**src/seg_scan_pkg.sv**
```systemverilog
// shared constants for the seven-segment scan driver
package seg_scan_pkg;
   localparam int unsigned CLK_HZ = 100_000_000;
   localparam int unsigned DIGITS = 4;
   localparam int unsigned SEGS = 7;
   localparam int unsigned NIBBLE_W = 4;
   // time per scan slot in microseconds; 4 slots give a 4 ms refresh
   localparam int unsigned SLOT_US = 1000;
   localparam int unsigned SLOT_CYCLES = (CLK_HZ / 1_000_000) * SLOT_US;
   localparam int unsigned SLOT_CNT_W = $clog2(SLOT_CYCLES);
   localparam logic [SEGS-1:0] SEG_ALL_DARK = 7'h7f;
   localparam logic [DIGITS-1:0] SELECT_NONE = 4'hf;
   localparam logic DP_DARK = 1'b1;
   typedef logic [1:0] slot_t;
   localparam slot_t SLOT_FIRST = 2'h0;
   localparam slot_t SLOT_STEP = 2'h1;
endpackage

```
**src/slot_if.sv**
```systemverilog
// slot tick and current slot index passed from divider to scanner
`timescale 1ns/1ps
interface slot_if;
   logic tick;
   seg_scan_pkg::slot_t slot;
   modport source (output tick, output slot);
   modport sink (input tick, input slot);
endinterface

```
**src/slot_divider.sv**
```systemverilog
// free-running divider producing a slot tick and slot index
`timescale 1ns/1ps
module slot_divider #(
   parameter int unsigned SLOT_CYCLES = seg_scan_pkg::SLOT_CYCLES
) (
   // clock and synchronised reset
   input wire logic clk_sys_in,
   input wire logic nrst_sync_in,
   // slot output
   slot_if.source slot_port
);
   import seg_scan_pkg::*;
   localparam int unsigned CW = $clog2(SLOT_CYCLES + 1);
   localparam logic [CW-1:0] LAST = CW'(SLOT_CYCLES - 1);
   logic [CW-1:0] count;

   always_ff @(posedge clk_sys_in or negedge nrst_sync_in) begin
      if (!nrst_sync_in) begin
         count <= '0;
         slot_port.tick <= 1'b0;
      end else if (count == LAST) begin // RQ10
         count <= '0;
         slot_port.tick <= 1'b1;
      end else begin
         count <= count + CW'(1);
         slot_port.tick <= 1'b0;
      end
   end

   always_ff @(posedge clk_sys_in or negedge nrst_sync_in) begin
      if (!nrst_sync_in) begin
         slot_port.slot <= SLOT_FIRST;
      end else if (count == LAST) begin
         slot_port.slot <= slot_port.slot + SLOT_STEP; // RQ7
      end
   end
endmodule // slot_divider

```
**src/seven_segment_scan_driver.sv**
```systemverilog
// four-character seven-segment scan driver, top level
// How it works
// [RQ1] four characters share eight segment lines; each has one select line
// [RQ2] a low segment line lights its segment, high leaves it dark
// [RQ3] segment bits a..g map to outputs a..g; dp goes to selected character
// [RQ4] low select enables a character; bit 3 is leftmost, bit 0 rightmost
// [RQ5] characters with high select stay dark whatever the segment lines
// [RQ6] hex 0..15 encoded active low, letters shaped A b C d E F
// [RQ7] characters are shown in turn so all appear lit
// [RQ8] each slot shows its character's pattern with only its select low
// [RQ9] scanning runs without pause while out of reset
// [RQ10] divider steps slots; 1..16 ms refresh; selects high in reset
// [RQ11] pattern and select change in the same clock cycle
`timescale 1ns/1ps
module seven_segment_scan_driver
   import seg_scan_pkg::*;
#(
   parameter int unsigned SLOT_CYCLES = seg_scan_pkg::SLOT_CYCLES
) (
   // clock and reset
   input wire logic clk_sys_in,
   input wire logic nrst_in,
   // character values, index 3 is the leftmost character
   input wire logic [seg_scan_pkg::NIBBLE_W-1:0] digit_value_in [4],
   input wire logic [seg_scan_pkg::DIGITS-1:0] decimal_point_on_in,
   input wire logic [seg_scan_pkg::DIGITS-1:0] digit_blank_in,
   // display pins, all active low; bit 0 is segment a, bit 6 segment g
   output logic [seg_scan_pkg::SEGS-1:0] segment_n_out,
   output logic decimal_point_drive_n_out,
   output logic [seg_scan_pkg::DIGITS-1:0] digit_select_n_out
);
   import seg_scan_pkg::*;

   logic rst_meta_n;
   logic rst_n;
   slot_if slot_bus ();

   // reset released through two flops
   always_ff @(posedge clk_sys_in or negedge nrst_in) begin
      if (!nrst_in) begin
         rst_meta_n <= 1'b0;
         rst_n <= 1'b0;
      end else begin
         rst_meta_n <= 1'b1;
         rst_n <= rst_meta_n;
      end
   end

   slot_divider #(
      .SLOT_CYCLES(SLOT_CYCLES)
   ) u_div (
      .clk_sys_in(clk_sys_in),
      .nrst_sync_in(rst_n),
      .slot_port(slot_bus.source)
   );

   // active-low glyph, bit 0 = a .. bit 6 = g
   function automatic logic [SEGS-1:0] hex_glyph(
      input logic [NIBBLE_W-1:0] v
   );
      logic [SEGS-1:0] g;
      g = SEG_ALL_DARK;
      case (v) // RQ6
         4'h0: g = 7'h40;
         4'h1: g = 7'h79;
         4'h2: g = 7'h24;
         4'h3: g = 7'h30;
         4'h4: g = 7'h19;
         4'h5: g = 7'h12;
         4'h6: g = 7'h02;
         4'h7: g = 7'h78;
         4'h8: g = 7'h00;
         4'h9: g = 7'h10;
         4'ha: g = 7'h08;
         4'hb: g = 7'h03;
         4'hc: g = 7'h46;
         4'hd: g = 7'h21;
         4'he: g = 7'h06;
         4'hf: g = 7'h0e;
         default: g = SEG_ALL_DARK;
      endcase
      return g;
   endfunction

   // one-hot active-low select for a slot index
   function automatic logic [DIGITS-1:0] select_for(input slot_t s);
      logic [DIGITS-1:0] m;
      m = SELECT_NONE;
      m[s] = 1'b0;
      return m;
   endfunction

   // the inputs that belong to one character, gathered by slot index
   typedef struct packed {
      logic blank;
      logic dp_on;
      logic [NIBBLE_W-1:0] value;
   } char_s;

   char_s cur;
   logic [SEGS-1:0] next_segment_n;
   logic next_dp_n;
   logic [DIGITS-1:0] next_select_n;

   // cycles since the last slot tick; a divider that stopped would leave
   // one character lit at full duty, so the selects are dropped instead
   localparam int unsigned STALL_LIMIT = SLOT_CYCLES + SLOT_CYCLES;
   localparam int unsigned SW = $clog2(STALL_LIMIT + 1);
   logic [SW-1:0] since_tick;
   logic stalled;

   always_ff @(posedge clk_sys_in or negedge rst_n) begin
      if (!rst_n) begin
         since_tick <= '0;
      end else if (slot_bus.tick) begin
         since_tick <= '0;
      end else if (since_tick != SW'(STALL_LIMIT)) begin
         since_tick <= since_tick + SW'(1);
      end
   end

   always_ff @(posedge clk_sys_in or negedge rst_n) begin
      if (!rst_n) begin
         stalled <= 1'b0;
      end else begin
         stalled <= since_tick == SW'(STALL_LIMIT); // RQ9
      end
   end

   // the slot index already moved on the tick, so decode it afterwards
   always_comb begin
      cur.blank = digit_blank_in[slot_bus.slot];
      cur.dp_on = decimal_point_on_in[slot_bus.slot];
      cur.value = digit_value_in[slot_bus.slot];
   end

   always_comb begin
      next_segment_n = hex_glyph(cur.value); // RQ3
   end

   always_comb begin
      next_dp_n = ~cur.dp_on; // RQ2
   end

   // a blanked character keeps its select high for its whole slot
   always_comb begin
      next_select_n = select_for(slot_bus.slot); // RQ8
      if (cur.blank || stalled) begin
         next_select_n = SELECT_NONE; // RQ5
      end
   end

   // the pin groups share one clock and one reset, so pattern and select
   // always move on the same edge; inputs changing mid-slot show up at once
   // each unblanked character is lit a quarter of the time, so segment current at
   // the pins is four times what the viewer's brightness suggests
   always_ff @(posedge clk_sys_in or negedge rst_n) begin
      if (!rst_n) begin
         segment_n_out <= SEG_ALL_DARK;
      end else begin
         segment_n_out <= next_segment_n; // RQ11
      end
   end

   always_ff @(posedge clk_sys_in or negedge rst_n) begin
      if (!rst_n) begin
         decimal_point_drive_n_out <= DP_DARK;
      end else begin
         decimal_point_drive_n_out <= next_dp_n; // RQ1
      end
   end

   always_ff @(posedge clk_sys_in or negedge rst_n) begin
      if (!rst_n) begin
         digit_select_n_out <= SELECT_NONE; // RQ10
      end else begin
         digit_select_n_out <= next_select_n; // RQ4 RQ9
      end
   end
endmodule // seven_segment_scan_driver

```
**config.mk**
```make
export PLATFORM = sky130hd
export DESIGN_NAME = seven_segment_scan_driver
export DESIGN_NICKNAME = d
export VERILOG_FILES = /design/src/seg_scan_pkg.sv /design/src/slot_if.sv /design/src/slot_divider.sv /design/src/seven_segment_scan_driver.sv
export SDC_FILE = /design/constraint.sdc
export NUM_CORES = 1
export LEC_CHECK = 0
export CAP_MARGIN = 20
export CELL_PAD_IN_SITES_DETAIL_PLACEMENT = 1
export CELL_PAD_IN_SITES_GLOBAL_PLACEMENT = 1
export CORE_MARGIN = 5
export CORE_UTILIZATION = 45
export DETAILED_ROUTE_END_ITERATION = 10
export DONT_BUFFER_PORTS = 1
export GPL_TIMING_DRIVEN = 0
export HOLD_SLACK_MARGIN = 0.15
export PLACE_DENSITY = 0.77
export SYNTH_ARGS = -nofsm -noshare
export SYNTH_HDL_FRONTEND = slang
export SYNTH_SLANG_ARGS = --single-unit
```
**constraint.sdc**
```tcl
create_clock -name clk_sys_in -period 2.25 [get_ports clk_sys_in]
set_input_delay 0.45 -clock clk_sys_in [delete_from_list [all_inputs] [get_ports clk_sys_in]]
set_output_delay 0.45 -clock clk_sys_in [all_outputs]
set_load 0.01 [all_outputs]
```
==> flow_summary.ini <==
[worst_setup_path]
critical_path.max_stage_delay_ps = 670
setup.worst_path.class = flop to flop
required_ps = 2480
timing.critical_path.cells = buf_6, mux4_1, inv_1, ha_1, inv_1, o31ai_1
end_kind = flop
timing.critical_path.max_delay_family = multiplexers
worst-path-max-fanout = 7
worst_path_most_repeated_cell = inv_1
cp.arrival_ps = 2290
start_kind = flop
critical_path_buf_inv_count = 3
timing.critical_path.slowest_stage_cell = mux4_1

[floorplanning]
die_w_um = 88.4
fp-row-count = 28
initial_core_util = 0.464
fp.coreArea_um2 = 5960
die_h_um = 88.4
i_o_pin_count = 38
design.die.area_um2 = 7810

[layout]
most_common_cell_after_layout_fill_and_taps_aside = dfrtp_1
fin_cells = 337
n_fill_cell = 659
layout-area-overhead-vs-synth_pct = 7.96
layout-drive-gt1-share = 0.145
count_of_inserted_antenna_diode_cells = 0
postLayoutCellArea_um2 = 2990
most-common-layout-cells = 40 x dfrtp_1, 27 x nor2_1, 18 x nand2_1
layout.nets = 300

[timing]
fin_skew_ps = 8.00
fmax_achieved_mhz = 486
post-route-period-util = 0.915
final.setup.tns_ps = 0
final_period_minus_worst_setup_slack_ps = 2060
finalHoldViolations = 0
final_max_tran_viols = 0
setup-violations-final = 0
setup_repair_after_global_routing_missed_its_margin = false

[yosys]
seq_area_frac_synth = 0.485
yosys_register_bits = 53
count_of_synthesis_stage_warnings_from_yosys = 0
netlist-cell-type-count = 45
syn-mean-instance-area_um2 = 11.0
number_of_nets_produced_by_synthesis = 291
synth_cells = 252
synth.cell_area_um2 = 2770

[power]
ir_drop_uv = 320
power_density_nw_per_um2 = 543
p_leak_nw = 1.27

[detailed_routing]
avgRoutedWirePerCell_um = 15.7
dr.pass1.iters = 4
drc_errors = 0
detail_route.vias_per_cell = 5.44
detail_route.iter0.violations = 57
antenna_violating_nets_post_route = 0
vias = 1833
route.final.wire_length_mm = 5.28

[global_route]
first_global_vias = 1940
grt_usage = 0.147
grt_pass1_wl_mm = 8.96
maximum_number_of_pins_on_one_net_before_global_route_repair = 39
grt_overflow_total = 0
antenna_found_initial = 0

[clock_tree]
cts-root-to-sink-buffers = 2
register_clock_pin_slew_on_the_reported_worst_setup_and_hold_paths_ps = 100
cts_root_buffer = clkbuf_8
ctsHtreeMaxLevel = 2
cts_tree = yes
numCtsBuffers = 5
clock_latency_ps = 310
clock_sink_count = 53
post-cts-setup-buffer-count = 0

[placement]
place_congestion = 0.750
dpl-instance-area_um2 = 2880
port_buffers = 0
place_inst = 328
dp_hpwl_mm = 3.95

[outcome]
result_of_the_run = completed

[hold_path]
min_path_type = flop to asynchronous set/reset pin

[job]
maxCapViolCount = 0
## cell families (layout without fill, tap and decap cells)
kind of cell / after synthesis / count (layout) / share of synthesized area
compound gates: 22 / 22 / 0.0511
other cells: 1 / 1 / 0.00136
fa+ha+maj: 13 / 13 / 0.0588
flops: 53 / 53 / 0.485
mux: 12 / 12 / 0.0787
xor+xnor: 25 / 25 / 0.0792
simple gates: 108 / 108 / 0.215
buf+inv: 18 / 28 / 0.0308
## layer usage
| layer | GRT usage | vias up | part of all wire |
|---|---|---|---|
| met4 | 0.0481 | 0 | 0.014 |
| met5 | 0 | - | 0 |
| met2 | 0.271 | 13 | 0.53 |
| li1 | - | 899 | - |
| met3 | 0.0372 | 6 | 0.026 |
| met1 | 0.166 | 915 | 0.43 |
## cells in the mapped netlist (all sizes together)
cell type,n,area share
nand2,18,0.024
mux4,6,0.053
nor2b,6,0.014
nor4bb,2,0.0072
or3,4,0.0090
conb,1,0.0014
and3,6,0.014
and4b,1,0.0036
xnor2,17,0.054
mux2,6,0.026
clkbuf,3,0.0041
nand3,17,0.031
a211o,1,0.0032
nor4,6,0.021
ha,13,0.059
a22oi,1,0.0027
xor2,8,0.025
o31ai,1,0.0027
buf,4,0.012
nor2,27,0.037
inv,11,0.015
o21ai,6,0.012
o2bb2ai,1,0.0032
dfrtp,41,0.37
o21a,3,0.0081
and4,3,0.0095
nand2b,2,0.0045
nor3,8,0.016
a31o,1,0.0032
a21oi,7,0.013
a22o,1,0.0032
nand4,6,0.019
and2,1,0.0023
dfstp,12,0.11
nand4b,1,0.0032
## layout make-up
| cell class | count | area (um2) | share of cell area |
|---|---|---|---|
| plain buffers | 7 | 43.8 | 0.0147 |
| repair buffers | 2 | 30.0 | 0.0101 |
| multi-input cells | 181 | 1340 | 0.448 |
| inverters | 11 | 41.3 | 0.0138 |
| flip-flops and latches | 53 | 1340 | 0.450 |
| well taps | 75 | 93.8 | 0.0314 |
| clock buffers | 5 | 68.8 | 0.0231 |
| clock inverters | 3 | 26.3 | 0.00880 |
## stage by stage
stage	hold slack, ps	utilization	total power (W)	worst slack (ps)
floorplan	154	-	0.00106	415
global placement	154	0.480	0.00108	109
global route	194	0.501	0.00168	34.2
finish	167	0.501	0.00162	191
detailed placement	154	0.484	0.00108	193
CTS	177	0.501	0.00164	158
## what timing repair did
item	4_1_cts	5_1_grt
hold buffers	1	0
gates resized for setup	0	0
hold endpoints to repair	2	0
## path summary, 6_finish.rpt
kind | cells past startpoint | end | from | slack [ps]
min in group clk_sys_in | 2 | decimal_point_drive_n_out | decimal_point_on_in[3] | 370
hold / removal | 0 | u_div.count[4] | rst_n | 170
max in group asynchronous | 1 | segment_n_out[4] | rst_n | 1520
setup reg to reg | 6 | segment_n_out[0] | u_div.slot_port.slot[0] | 190
setup / recovery | 6 | segment_n_out[0] | u_div.slot_port.slot[0] | 190
hold reg to reg | 0 | u_div.count[4] | rst_n | 170
## flip-flops by register name, summed over array words and instances (netlist names)
register / cells
since_tick: 18
u_div.slot_port.slot: 2
u_div.slot_port.tick: 1
segment_n_out: 7
stalled: 1
rst_meta_n: 1
decimal_point_drive_n_out: 1
u_div.count: 17
digit_select_n_out: 4
rst_n: 1
## power breakdown
part           leakage [nW]  switching, W  internal (W)
sequential            0.674     0.0000158      0.000976
combinational         0.546     0.0000402     0.0000311
clock                0.0487      0.000331      0.000227
## worst register-to-register path: cells and delay by family (launching register included)
kind	cells	cell delay [ps]
mux	1	670
buf+inv	3	410
flops	1	400
fa+ha+maj	1	250
compound gates	1	240
(Power assumes the default switching activity.)
